==> src/design/power_mode_pkg.sv <==
// Constants and types shared by the power-mode controller and its testbench.
// Assumes a single 10 MHz reference clock and a synchronous active-high reset.
`default_nettype none
package power_mode_pkg;

  localparam int unsigned CLK_PERIOD_NS = 100;
  localparam int unsigned NUM_PERIPH    = 8;
  localparam int unsigned NUM_OSC       = 4;

  // Oscillator enable vector positions
  localparam int unsigned OSC_PRIMARY   = 0;
  localparam int unsigned OSC_FAST      = 1;
  localparam int unsigned OSC_SECONDARY = 2;
  localparam int unsigned OSC_LOW_POWER = 3;

  // Peripherals clocked from a pin or the low-power oscillator; they live on in sleep.
  // Bit 0 calendar_clock, 1 first timer, 2 input capture, 3 pin change detect,
  // 4 converter, 5 serial port.
  localparam logic [7:0] KEEP_ALIVE_MASK = 8'h3F;

  // Oscillator restart times after sleep, in ns, and derived cycle counts (least, so round up)
  localparam int unsigned WAKE_PRIMARY_NS   = 100_000;
  localparam int unsigned WAKE_FAST_NS      = 10_000;
  localparam int unsigned WAKE_SECONDARY_NS = 200_000;
  localparam int unsigned WAKE_LOW_POWER_NS = 20_000;
  localparam logic [11:0] WAKE_PRIMARY_CYC   =
    12'((WAKE_PRIMARY_NS + CLK_PERIOD_NS - 1) / CLK_PERIOD_NS);
  localparam logic [11:0] WAKE_FAST_CYC      =
    12'((WAKE_FAST_NS + CLK_PERIOD_NS - 1) / CLK_PERIOD_NS);
  localparam logic [11:0] WAKE_SECONDARY_CYC =
    12'((WAKE_SECONDARY_NS + CLK_PERIOD_NS - 1) / CLK_PERIOD_NS);
  localparam logic [11:0] WAKE_LOW_POWER_CYC =
    12'((WAKE_LOW_POWER_NS + CLK_PERIOD_NS - 1) / CLK_PERIOD_NS);

  localparam logic [2:0] SRC_RESET   = 3'h1;
  localparam logic [1:0] RATIO_RESET = 2'h0;

  typedef enum logic [2:0] {
    SRC_PRIMARY   = 3'h0,
    SRC_FAST      = 3'h1,
    SRC_FAST_DIV  = 3'h2,
    SRC_SECONDARY = 3'h3,
    SRC_LOW_POWER = 3'h4
  } clk_src_t;

  // Gray along run -> sleep -> wake; wake -> run flips both bits; idle one step from run
  typedef enum logic [1:0] {
    ST_RUN   = 2'h0,
    ST_SLEEP = 2'h1,
    ST_WAKE  = 2'h3,
    ST_IDLE  = 2'h2
  } pm_state_t;

endpackage : power_mode_pkg
`default_nettype wire

==> src/design/pbus_div_if.sv <==
// Carrier between the power-mode controller and its peripheral bus clock divider.
// Assumes both ends run on ref_clk.
`timescale 1ns/1ps
`default_nettype none
interface pbus_div_if;
  logic [1:0] ratio;
  logic       run;
  logic       tick;
  modport ctrl (output ratio, output run, input tick);
  modport div  (input ratio, input run, output tick);
endinterface : pbus_div_if
`default_nettype wire

==> src/design/power_mode_ctrl.sv <==
// Power-mode controller: run-source selection, idle and sleep clock gating, wake-up.
// Assumes software drives the request pins synchronously; oscillator ready flags are async.
//
// Summary of operation
// - Idle and sleep both gate off the CPU clock.
// - Idle on primary oscillator keeps source running and enabled peripherals clocked.
// - Idle may use fast, divided fast, secondary or low-power source; peripherals clocked.
// - Sleep halts CPU, stops selected system source unless it is low-power, and peripherals fed from it.
// - Running CPU clock selectable among fast, divided fast, low-power, secondary sources.
// - Peripheral bus clock is a programmable fraction of the system clock.
// - Clock-failure monitor is off throughout sleep.
// - Enabled supply-drop reset detector stays active in sleep.
// - Sleep entry does not clear the watchdog counter; it keeps counting.
// - Sleep exit waits a delay set by the selected oscillator.
// - Pin change, watchdog, converter, serial and externally clocked peripherals run in sleep.
// - Pad drive stays exactly as in normal operation during sleep.
// - Each peripheral can be disabled by software, also before sleep.
// - Live peripherals in sleep can raise a wake event ending sleep.
`timescale 1ns/1ps
`default_nettype none
module power_mode_ctrl (
  // Clock and reset
  input  wire logic                                   ref_clk,
  input  wire logic                                   sys_rst,
  // Software controls
  input  wire logic [2:0]                             run_src_sel,
  input  wire logic [1:0]                             pbus_ratio,
  input  wire logic                                   sleep_select,
  input  wire logic                                   power_down_req,
  input  wire logic [power_mode_pkg::NUM_PERIPH-1:0]  periph_disable,
  input  wire logic                                   supply_drop_enable,
  input  wire logic                                   watchdog_enable,
  input  wire logic                                   fail_monitor_enable,
  // Wake events and oscillator status
  input  wire logic [power_mode_pkg::NUM_PERIPH-1:0]  wake_event,
  input  wire logic [power_mode_pkg::NUM_OSC-1:0]     osc_ready,
  // Pad drive from the port logic
  input  wire logic [7:0]                             pad_oe_in,
  input  wire logic [7:0]                             pad_out_in,
  // Clock gating outputs
  output logic                                        cpu_clk_en,
  output logic [2:0]                                  system_clock_sel,
  output logic [power_mode_pkg::NUM_OSC-1:0]          osc_enable,
  output logic [power_mode_pkg::NUM_PERIPH-1:0]       periph_clk_en,
  output logic                                        peripheral_bus_clock_en,
  // Monitors
  output logic                                        clock_failure_monitor_en,
  output logic                                        supply_drop_reset_en,
  output logic                                        watchdog_counter_run,
  // Status and pads
  output logic [1:0]                                  power_state,
  output logic [7:0]                                  pad_oe,
  output logic [7:0]                                  pad_out
);

  // Maps a source code to its oscillator one-hot; used for enables and readiness
  function automatic logic [power_mode_pkg::NUM_OSC-1:0] src_osc(input logic [2:0] src);
    logic [power_mode_pkg::NUM_OSC-1:0] v;
    v = '0;
    unique case (src)
      power_mode_pkg::SRC_PRIMARY:   v[power_mode_pkg::OSC_PRIMARY]   = 1'b1;
      power_mode_pkg::SRC_FAST,
      power_mode_pkg::SRC_FAST_DIV:  v[power_mode_pkg::OSC_FAST]      = 1'b1;
      power_mode_pkg::SRC_SECONDARY: v[power_mode_pkg::OSC_SECONDARY] = 1'b1;
      default:                       v[power_mode_pkg::OSC_LOW_POWER] = 1'b1;
    endcase
    return v;
  endfunction : src_osc

  function automatic logic [11:0] wake_cycles(input logic [2:0] src);
    logic [11:0] c;
    c = power_mode_pkg::WAKE_LOW_POWER_CYC;
    unique case (src)
      power_mode_pkg::SRC_PRIMARY:   c = power_mode_pkg::WAKE_PRIMARY_CYC;
      power_mode_pkg::SRC_FAST,
      power_mode_pkg::SRC_FAST_DIV:  c = power_mode_pkg::WAKE_FAST_CYC;
      power_mode_pkg::SRC_SECONDARY: c = power_mode_pkg::WAKE_SECONDARY_CYC;
      default:                       c = power_mode_pkg::WAKE_LOW_POWER_CYC;
    endcase
    return c;
  endfunction : wake_cycles

  power_mode_pkg::pm_state_t                state_ff;
  power_mode_pkg::pm_state_t                nxt_state;
  logic [2:0]                               src_ff;
  logic [11:0]                              wake_cnt_ff;
  logic [11:0]                              nxt_wake_cnt;
  logic [power_mode_pkg::NUM_OSC-1:0]       ready_meta_ff;
  logic [power_mode_pkg::NUM_OSC-1:0]       ready_sync_ff;
  logic                                     cpu_clk_en_ff;
  logic [power_mode_pkg::NUM_OSC-1:0]       osc_enable_ff;
  logic [power_mode_pkg::NUM_PERIPH-1:0]    periph_clk_en_ff;
  logic                                     fail_mon_ff;
  logic                                     supply_drop_ff;
  logic                                     watchdog_ff;
  logic [7:0]                               pad_oe_ff;
  logic [7:0]                               pad_out_ff;

  pbus_div_if pbus ();

  // Decoding
  wire in_sleep    = (state_ff == power_mode_pkg::ST_SLEEP);
  wire in_wake     = (state_ff == power_mode_pkg::ST_WAKE);
  wire nxt_sleep   = (nxt_state == power_mode_pkg::ST_SLEEP);
  wire nxt_dark    = nxt_sleep || (nxt_state == power_mode_pkg::ST_WAKE);
  wire src_ready   = |(src_osc(src_ff) & ready_sync_ff);
  wire wake_delay_done = (wake_cnt_ff == 12'h0000);
  // Only peripherals still clocked in sleep can end it
  wire sleep_wake  = |(wake_event & power_mode_pkg::KEEP_ALIVE_MASK & ~periph_disable);
  wire idle_wake   = |(wake_event & ~periph_disable);
  wire valid_src   = (run_src_sel <= power_mode_pkg::SRC_LOW_POWER);

  // Leaving run happens only on the software request
  always_comb begin
    nxt_state = state_ff;
    unique case (state_ff)
      power_mode_pkg::ST_RUN:
        if (power_down_req) begin
          nxt_state = sleep_select ? power_mode_pkg::ST_SLEEP : power_mode_pkg::ST_IDLE;
        end
      power_mode_pkg::ST_IDLE:
        if (idle_wake) begin
          nxt_state = power_mode_pkg::ST_RUN;
        end
      power_mode_pkg::ST_SLEEP:
        if (sleep_wake) begin
          nxt_state = power_mode_pkg::ST_WAKE;
        end
      power_mode_pkg::ST_WAKE:
        if (src_ready && wake_delay_done) begin
          nxt_state = power_mode_pkg::ST_RUN;
        end
    endcase
  end

  assign nxt_wake_cnt = in_sleep ? wake_cycles(src_ff)
                      : (wake_delay_done ? 12'h0000 : 12'(wake_cnt_ff - 12'h0001));

  // Peripheral gating: software disable always wins; sleep stops all but live ones
  logic [power_mode_pkg::NUM_PERIPH-1:0] nxt_periph_en;
  for (genvar i = 0; i < power_mode_pkg::NUM_PERIPH; i++) begin : g_periph
    assign nxt_periph_en[i] = !periph_disable[i] &&
                              (!nxt_dark || power_mode_pkg::KEEP_ALIVE_MASK[i]);
  end

  // Low-power oscillator never stops; it feeds watchdog and live peripherals
  wire [power_mode_pkg::NUM_OSC-1:0] nxt_osc_en =
    (nxt_sleep ? '0 : src_osc(src_ff)) | (4'h1 << power_mode_pkg::OSC_LOW_POWER);

  always_ff @(posedge ref_clk) begin
    if (sys_rst) begin
      state_ff         <= power_mode_pkg::ST_RUN;
      src_ff           <= power_mode_pkg::SRC_RESET;
      wake_cnt_ff      <= 12'h0000;
      ready_meta_ff    <= '0;
      ready_sync_ff    <= '0;
      cpu_clk_en_ff    <= 1'b1;
      osc_enable_ff    <= '1;
      periph_clk_en_ff <= '0;
      fail_mon_ff      <= 1'b0;
      supply_drop_ff   <= 1'b0;
      watchdog_ff      <= 1'b0;
      pad_oe_ff        <= 8'h00;
      pad_out_ff       <= 8'h00;
    end else begin
      state_ff         <= nxt_state;
      wake_cnt_ff      <= nxt_wake_cnt;
      ready_meta_ff    <= osc_ready;
      ready_sync_ff    <= ready_meta_ff;
      // Source changes only while running, so wake always restarts what sleep stopped
      if (state_ff == power_mode_pkg::ST_RUN && valid_src) begin
        src_ff <= run_src_sel;
      end
      cpu_clk_en_ff    <= (nxt_state == power_mode_pkg::ST_RUN);
      osc_enable_ff    <= nxt_osc_en;
      periph_clk_en_ff <= nxt_periph_en;
      fail_mon_ff      <= fail_monitor_enable && !nxt_dark;
      supply_drop_ff   <= supply_drop_enable;
      watchdog_ff      <= watchdog_enable;
      pad_oe_ff        <= pad_oe_in;
      pad_out_ff       <= pad_out_in;
    end
  end

  // Bus clock follows the system clock, so it stops with it in sleep
  assign pbus.ratio = pbus_ratio;
  assign pbus.run   = !in_sleep && !in_wake;

  pbus_clock_divider u_pbus_div (
    .ref_clk (ref_clk),
    .sys_rst (sys_rst),
    .link    (pbus.div)
  );

  assign cpu_clk_en               = cpu_clk_en_ff;
  assign system_clock_sel         = src_ff;
  assign osc_enable               = osc_enable_ff;
  assign periph_clk_en            = periph_clk_en_ff;
  assign peripheral_bus_clock_en  = pbus.tick;
  assign clock_failure_monitor_en = fail_mon_ff;
  assign supply_drop_reset_en     = supply_drop_ff;
  assign watchdog_counter_run     = watchdog_ff;
  assign power_state              = state_ff;
  assign pad_oe                   = pad_oe_ff;
  assign pad_out                  = pad_out_ff;

  cpu_gated_a: assert property (@(posedge ref_clk) disable iff (sys_rst)
    (state_ff == power_mode_pkg::ST_IDLE || in_sleep) |-> !cpu_clk_en_ff)
    else $error("CPU clock running while halted");

  request_entry_a: assert property (@(posedge ref_clk) disable iff (sys_rst)
    (state_ff == power_mode_pkg::ST_RUN && power_down_req && sleep_select) |=>
      (in_sleep && !cpu_clk_en_ff))
    else $error("sleep request not taken");

  idle_source_a: assert property (@(posedge ref_clk) disable iff (sys_rst)
    (state_ff == power_mode_pkg::ST_IDLE && $past(state_ff) == power_mode_pkg::ST_IDLE)
      |-> |(osc_enable_ff & src_osc(src_ff)))
    else $error("system source stopped in idle");

  sleep_source_a: assert property (@(posedge ref_clk) disable iff (sys_rst)
    (in_sleep && src_ff != power_mode_pkg::SRC_LOW_POWER) |-> !(|(osc_enable_ff & src_osc(src_ff))))
    else $error("system source running in sleep");

  sleep_periph_a: assert property (@(posedge ref_clk) disable iff (sys_rst)
    in_sleep |-> ((periph_clk_en_ff & ~power_mode_pkg::KEEP_ALIVE_MASK) == 8'h00))
    else $error("system-clocked peripheral running in sleep");

  no_self_entry_a: assert property (@(posedge ref_clk) disable iff (sys_rst)
    (state_ff == power_mode_pkg::ST_RUN && !power_down_req) |=> state_ff == power_mode_pkg::ST_RUN)
    else $error("power mode entered without request");

  monitor_off_a: assert property (@(posedge ref_clk) disable iff (sys_rst)
    in_sleep |-> !fail_mon_ff)
    else $error("clock failure monitor active in sleep");

  wake_gated_a: assert property (@(posedge ref_clk) disable iff (sys_rst)
    (in_wake && !src_ready) |=> !cpu_clk_en_ff)
    else $error("CPU released before source stable");

  wake_delay_a: assert property (@(posedge ref_clk) disable iff (sys_rst)
    (in_sleep ##1 in_wake) |-> !cpu_clk_en_ff [*8])
    else $error("wake delay too short");

  wake_event_a: assert property (@(posedge ref_clk) disable iff (sys_rst)
    (in_sleep && sleep_wake) |=> in_wake)
    else $error("wake event ignored in sleep");

endmodule : power_mode_ctrl
`default_nettype wire

==> src/design/pbus_clock_divider.sv <==
// Peripheral bus clock enable: one tick every 1, 2, 4 or 8 system clocks.
// Assumes ratio changes only between ticks are tolerable; count restarts when stopped.
`timescale 1ns/1ps
`default_nettype none
module pbus_clock_divider (
  // Clock and reset
  input  wire logic ref_clk,
  input  wire logic sys_rst,
  // Controller side
  pbus_div_if.div   link
);

  logic [2:0] count_ff;
  logic       tick_ff;
  wire  [2:0] limit    = 3'((4'h1 << link.ratio) - 4'h1);
  wire        wrap     = (count_ff >= limit);
  wire  [2:0] nxt_count = wrap ? 3'h0 : 3'(count_ff + 3'h1);

  always_ff @(posedge ref_clk) begin
    if (sys_rst || !link.run) begin
      count_ff <= 3'h0;
      tick_ff  <= 1'b0;
    end else begin
      count_ff <= nxt_count;
      tick_ff  <= wrap;
    end
  end

  assign link.tick = tick_ff;

  tick_spacing_a: assert property (@(posedge ref_clk) disable iff (sys_rst)
    (link.run && link.ratio == 2'h1 && $past(link.run) && $past(link.ratio) == 2'h1 && tick_ff)
      |=> !tick_ff)
    else $error("bus tick repeated at half rate");

endmodule : pbus_clock_divider
`default_nettype wire

==> config.mk <==
export PLATFORM = sky130hd
export DESIGN_NAME = power_mode_ctrl
export DESIGN_NICKNAME = d
export VERILOG_FILES = /design/src/design/power_mode_pkg.sv /design/src/design/pbus_div_if.sv /design/src/design/power_mode_ctrl.sv /design/src/design/pbus_clock_divider.sv
export SDC_FILE = /design/constraint.sdc
export NUM_CORES = 1
export LEC_CHECK = 0
export BUFFER_PORTS_ARGS = -buffer_cell sky130_fd_sc_hd__buf_2
export CAP_MARGIN = 5
export CORE_MARGIN = 1
export CORE_UTILIZATION = 40
export CTS_CLUSTER_SIZE = 25
export DETAILED_ROUTE_END_ITERATION = 8
export PLACE_DENSITY = 0.73
export SLEW_MARGIN = 30
export SYNTH_ARGS = -nofsm -noshare
export SYNTH_HDL_FRONTEND = slang
export SYNTH_SLANG_ARGS = --single-unit
==> constraint.sdc <==
create_clock -name ref_clk -period 1.9 [get_ports ref_clk]
set_input_delay 0.38 -clock ref_clk [delete_from_list [all_inputs] [get_ports ref_clk]]
set_output_delay 0.38 -clock ref_clk [all_outputs]
set_load 0.01 [all_outputs]
==> flow_summary.json, run 1 <==
{
  "grt_util_all_layers_pct": 17.00,
  "hp-start": "periph_disable[3]",
  "first_global_vias": 1903,
  "initial_core_util_pct": 41.51,
  "critPathCaptureType": "flop",
  "crit_type": "reg2reg",
  "clk_pin_slew_ns": 0.07,
  "area.growth.synth_to_final_pct": 31.94,
  "slowest_delay_ns": 0.42,
  "numCtsBuffers": 9,
  "fp-row-count": 27,
  "cp_max_fo": 8,
  "die_y_um": 77.83,
  "route.vias.total": 1937,
  "synthCells": 239,
  "totalWireLength_um": 4792,
  "drive_gt1_share_pct": 33.93,
  "dp_hpwl_um": 3672,
  "vdd_drop_max_mv": 0.7042,
  "p_clk_share_pct": 31.3,
  "syn_area_per_cell_um2": 9.622,
  "highest_layer": "met4",
  "power_mw": 3.977,
  "vias_per_cell": 4.748,
  "finalHoldViolations": 0,
  "syn-num-nets": 293,
  "routabilityCongestion": 0.7946,
  "ys_ff_latch": 60,
  "cp_slowest_cell": "nor4_4",
  "synth_common_cells": "dfxtp_1 (60), nor2b_1 (30), nor2_1 (22)",
  "syn_area_um2": 2300,
  "core_um2": 5540,
  "worstPathRequired_ns": 2.10,
  "ys_top_cells_by_area": "dfxtp_1 (52%), nor2b_1 (8.2%), nor2_1 (3.6%)",
  "drc": 0,
  "fmax_mhz": 600.5,
  "cts_buffer_depth": 2,
  "dr_wl_met3_um": 361,
  "io_buffers": 84,
  "cts-resized-gates": 0,
  "period_needed_ns": 1.665,
  "seq_area_frac_synth_pct": 52.23,
  "path_cells": "nor4_4, nand4_2, nand3_1, o21ai_0",
  "die_w_um": 77.83,
  "cap_violations": 0,
  "hold_class": "in2reg",
  "final.period_utilization_pct": 87.65,
  "antennaDiodeCount": 0,
  "post_cts_buffers": 0,
  "p_sw_mw": 1.224,
  "critPathLaunch": "wake_cnt_ff[5]$_SDFF_PP0_",
  "wl_per_cell_um": 11.75,
  "cts_root_buffer": "clkbuf_8",
  "synth_most_common_cell": "dfxtp_1",
  "p_int_mw": 2.753,
  "yosysTopAreaCell": "dfxtp_1",
  "path_buf_inv": 0,
  "hold_ws_ns": 0.2103,
  "rsz0062_at_grt": "false",
  "first_pass_iters": 4,
  "arrival_ns": 1.87,
  "synthArstFlopShare_pct": 0,
  "dpl-instance-area_um2": 2816,
  "status": "completed",
  "netlist.area_leader.share_pct": 52.23,
  "seqPwrFrac_pct": 40.9,
  "cts_hold_buf": 0,
  "synth_cell_types": 46,
  "yosysWarnings": 0,
  "grt_first_pass_wirelength_um": 8059,
  "tritoncts": "done",
  "met1_length_um": 1995,
  "setup_viol": 0,
  "sw_frac_of_total_pct": 30.77,
  "grt.overflow.total": 0,
  "slew_violations": 0,
  "grt_max_degree": 22,
  "die_area_um2": 6057,
  "path_delay_family": "simple AND/OR/NAND/NOR gates",
  "clk_latency_ns": 0.33,
  "drtIter0Drc": 113,
  "start_kind": "flop",
  "powerDensity_nw_per_um2": 1311,
  "fin_area_um2": 3034,
  "nNetsFinal": 385,
  "cts_sinks": 60,
  "fin_skew_ns": 0.006728,
  "wl_met2_um": 2385,
  "reg2reg_from": "wake_cnt_ff[5]$_SDFF_PP0_",
  "antenna_found_initial": 0,
  "synth_edf_count": 0,
  "cts_max_level": 3,
  "leakagePower_nw": 1.395,
  "synth_ff_type": "dfxtp_1",
  "ant_nets": 0,
  "p_comb_share_pct": 27.8,
  "num_io_pins": 86
}
cells by family (layout without fill, tap and decap cells):
kind of cell    after synthesis  in the layout  share of synthesized area [%]
xor+xnor                     10             10                          3.808
fa+ha+maj                     6              6                          3.264
simple gates                100            100                          24.37
compound gates               40             40                          12.02
buf+inv                      22            119                          4.135
other cells                   1              1                         0.1631
flops                        60             60                          52.23
worst register-to-register path: stages, from the launching register on:
cell and delay, ns:
dfxtp_1 0.37, nor4_4 0.43, nand4_2 0.23, nand3_1 0.37, o21ai_0 0.14
flip-flops by register name (all words and copies together), names as in the netlist:
register / cells
cpu_clk_en: 1
u_pbus_div.link.tick: 1
power_state: 2
system_clock_sel: 3
osc_enable: 3
periph_clk_en: 8
u_pbus_div.count_ff: 3
pad_out: 8
ready_sync_ff: 4
watchdog_counter_run: 1
wake_cnt_ff: 12
ready_meta_ff: 4
supply_drop_reset_en: 1
clock_failure_monitor_en: 1
pad_oe: 8
cell usage in the layout (no fill, tap or decap), types with 2 or more instances in the layout:
cell type,n
buf_2,84
nor2b_1,30
a2111oi_0,2
nand2_1,10
or2_2,2
nand3_1,8
and3_1,2
xor2_1,4
a21o_1,2
nand2b_1,6
a21oi_1,9
dfxtp_1,60
bufinv_16,2
a31o_2,3
clkbuf_8,10
ha_1,6
buf_4,8
nor4_1,2
clkbuf_1,2
xnor2_1,6
o21ai_0,8
a211oi_1,4
inv_1,11
nor3_1,9
nor2_1,22
stage by stage:
step	instances	utilization (%)	setup slack [ns]	setup TNS (ns)
after floorplan	239	-	0.09972	0
after global placement	392	50.84	-0.03338	-0.07824
after detailed placement	392	50.84	-0.09818	-0.2670
after CTS	408	54.77	0.2437	0
after global routing	408	54.77	0.08894	0
final	408	54.77	0.2347	0
metal layers:
layer  vias to the layer above  global-route usage, %
met5                         -                      0
met4                         0                  8.113
met3                         6                  6.941
met2                        63                  28.50
met1                       870                  18.57
li1                        998                      -
power by group through the flow:
stage          Clock (mW)  Sequential (mW)  Combinational (mW)
2_1_floorplan           0             1.64               0.805
3_3_place_gp            0             1.65                1.07
3_5_place_dp            0             1.66                1.09
4_1_cts              1.27             1.63                1.11
5_1_grt              1.32             1.66                1.24
6_report             1.24             1.63                1.11
worst paths after layout:
kind / endpoint / slack [ns] / depth (start not counted)
min reg2reg: ready_sync_ff[1]$_SDFF_PP0_ / 0.44 / 1
min: periph_clk_en[3]$_SDFF_PP0_ / 0.21 / 2
max reg2reg: wake_cnt_ff[4]$_SDFF_PP0_ / 0.23 / 4
max: wake_cnt_ff[4]$_SDFF_PP0_ / 0.23 / 4
layout make-up:
class	instances	area [µm²]
Clock buffer	12	145.1
Fill cell	509	2506
Timing Repair Buffer	92	480.5
Inverter	11	41.29
Tap cell	72	90.09
Sequential cell	60	1201
Multi-Input combinational cell	157	1003
Clock inverter	4	72.57
Power figures use the tool's default switching activity.
==> run 2: changes to the inputs <==
--- a/config.mk
+++ b/config.mk
@@ -9,10 +9,12 @@
 export CAP_MARGIN = 5
 export CORE_MARGIN = 1
 export CORE_UTILIZATION = 40
+export CTS_CLUSTER_DIAMETER = 50
 export CTS_CLUSTER_SIZE = 25
 export DETAILED_ROUTE_END_ITERATION = 8
 export PLACE_DENSITY = 0.73
 export SLEW_MARGIN = 30
 export SYNTH_ARGS = -nofsm -noshare
 export SYNTH_HDL_FRONTEND = slang
+export SYNTH_HIERARCHICAL = 1
 export SYNTH_SLANG_ARGS = --single-unit
==> run 2 against run 1 <==
Compared with the run above:
- first-iteration DRC count is 35% lower
- combinational power is 14% higher
- highest routed layer unchanged
- synthesized area is 0.33% lower
- sequential share of layout area is 0.31 points lower
- setup slack worse by 0.15 ns
- via count is 1.4% higher
- worst hold slack better by 0.0045 ns
- register-to-register slack worse by 0.15 ns
- core utilization is 0.77 points higher
- die area is 0.32% lower
==> flow_summary.json, run 2 <==
{
  "status": "completed",
  "clk_pin_slew_ns": 0.07,
  "die_y_um": 77.70,
  "vdd_drop_max_mv": 0.6982,
  "grt_use_met1_pct": 19.93,
  "power_mw": 4.085,
  "yosysWarnings": 6,
  "drtIter0Drc": 73,
  "fin_skew_ns": 0.01195,
  "hold_class": "in2reg",
  "fin_cells": 411,
  "vias_per_cell": 4.779,
  "synth_ff_type": "dfxtp_1",
  "clk_latency_ns": 0.33,
  "finalHoldViolations": 0,
  "drive_gt1_share_pct": 34.51,
  "die_area_um2": 6037,
  "final_common_cell": "buf_2",
  "largest_reg_flops": 12,
  "route.vias.total": 1964,
  "netlist.area_leader.share_pct": 52.40,
  "fp-row-count": 27,
  "grt-busiest-layer": "met2",
  "grt_max_degree": 34,
  "cts_buffer_depth": 2,
  "arrival_ns": 2.04,
  "worstPathRequired_ns": 2.12,
  "yosysTopAreaCell": "dfxtp_1",
  "grt_util_all_layers_pct": 16.81,
  "start_kind": "flop",
  "syn-num-nets": 296,
  "syn_area_um2": 2292,
  "dp.cells": 395,
  "antenna_found_initial": 0,
  "area.growth.synth_to_final_pct": 33.41,
  "syn_area_per_cell_um2": 9.472,
  "synth_cell_types": 48,
  "die_w_um": 77.70,
  "synth_common_cells": "dfxtp_1 (60), nor2_1 (26), nor2b_1 (26)",
  "ant_nets": 0,
  "numCtsBuffers": 9,
  "synthCells": 242,
  "cap_violations": 0,
  "leakagePower_nw": 1.447,
  "grt_use_met2_pct": 26.46,
  "first_pass_iters": 4,
  "ys_top_cells_by_area": "dfxtp_1 (52%), nor2b_1 (7.1%), nor2_1 (4.3%)",
  "totalWireLength_um": 4756,
  "synth_most_common_cell": "dfxtp_1",
  "cp_max_fo": 4,
  "drc": 0,
  "routabilityCongestion": 0.8617,
  "dpl-instance-area_um2": 2834,
  "top_register": "wake_cnt_ff",
  "cts_root_buffer": "clkbuf_8",
  "ys_ff_latch": 60,
  "fmax_mhz": 551.4,
  "post_cts_buffers": 0,
  "period_needed_ns": 1.813,
  "cts_sinks": 60,
  "first_global_vias": 1856,
  "wl_per_cell_um": 11.57,
  "slew_violations": 0,
  "grt_first_pass_wirelength_um": 7838,
  "setup_viol": 0,
  "synthArstFlopShare_pct": 0,
  "seq_area_frac_synth_pct": 52.40,
  "dp_hpwl_um": 3601,
  "synth_edf_count": 0,
  "cts_hold_buf": 0,
  "io_buffers": 84,
  "final.period_utilization_pct": 95.44,
  "initial_core_util_pct": 41.63,
  "core_um2": 5507,
  "grt.overflow.total": 0,
  "cts-resized-gates": 0,
  "final_cell_mix": "buf_2 (84), dfxtp_1 (60), nor2b_1 (26), nor2_1 (26), inv_1 (15)",
  "tritoncts": "done",
  "critPathCaptureType": "flop",
  "nNetsFinal": 388,
  "powerDensity_nw_per_um2": 1336,
  "antennaDiodeCount": 0,
  "gr-usage-met3_pct": 6.235,
  "hold_ws_ns": 0.2148,
  "cts_max_level": 3,
  "rsz0062_at_grt": "true",
  "crit_type": "reg2reg",
  "fin_area_um2": 3058,
  "num_io_pins": 86
}
==> run 2: where the power goes <==
part           leakage [nW]  switching [mW]  internal, mW
Clock                 0.108           0.487         0.746
Sequential            0.498           0.142          1.45
Combinational         0.842           0.644         0.615
==> run 2: layout make-up <==
class | instances | area (µm²)
fill | 495 | 2449
sequential | 60 | 1201
multi-input combinational | 155 | 992.2
timing repair buffer | 93 | 500.5
clock buffer | 11 | 131.4
tap | 72 | 90.09
clock inverter | 5 | 86.33
inverter | 15 | 56.30
==> run 2: stage by stage <==
stage,setup slack (ns),utilization (%),setup TNS [ns]
floorplan,0.1366,-,0
global placement,0.07679,51.47,0
detailed placement,0.01496,51.47,0
CTS,0.005978,55.42,0
global route,-0.007840,55.53,-0.01980
finish,0.08659,55.53,0
==> run 2: per-layer routing <==
layer,routed length (µm),part of all wire [%]
met5,0,0
met2,2081,44
met1,2188,46
met3,404,8.5
met4,81,1.7
==> run 2: worst paths after layout <==
| kind | startpoint | to | slack [ns] | cells after the start |
|---|---|---|---|---|
| max | wake_cnt_ff[4]$_SDFF_PP0_ | wake_cnt_ff[7]$_SDFF_PP0_ | 0.09 | 5 |
| min | periph_disable[2] | periph_clk_en[2]$_SDFF_PP0_ | 0.21 | 2 |
| min reg2reg | ready_meta_ff[1]$_SDFF_PP0_ | ready_sync_ff[1]$_SDFF_PP0_ | 0.43 | 1 |
| max reg2reg | wake_cnt_ff[4]$_SDFF_PP0_ | wake_cnt_ff[7]$_SDFF_PP0_ | 0.09 | 5 |
==> run 2: critical path, stage by stage, from the launching register on <==
cell and delay [ns]:
dfxtp_1 0.35, or4_4 0.53, or4_4 0.46, xnor2_1 0.14, a31oi_1 0.18, nor2_1 0.05
==> run 2: cell families (layout without fill, tap and decap cells) <==
family,count (synthesis),after routing,share of synthesized area [%]
compound gates,35,35,10.43
mux,1,1,0.4367
xor+xnor,9,9,3.439
simple gates,103,103,25.27
fa+ha+maj,6,6,3.275
other cells,1,1,0.1636
buf+inv,27,124,4.585
flops,60,60,52.40
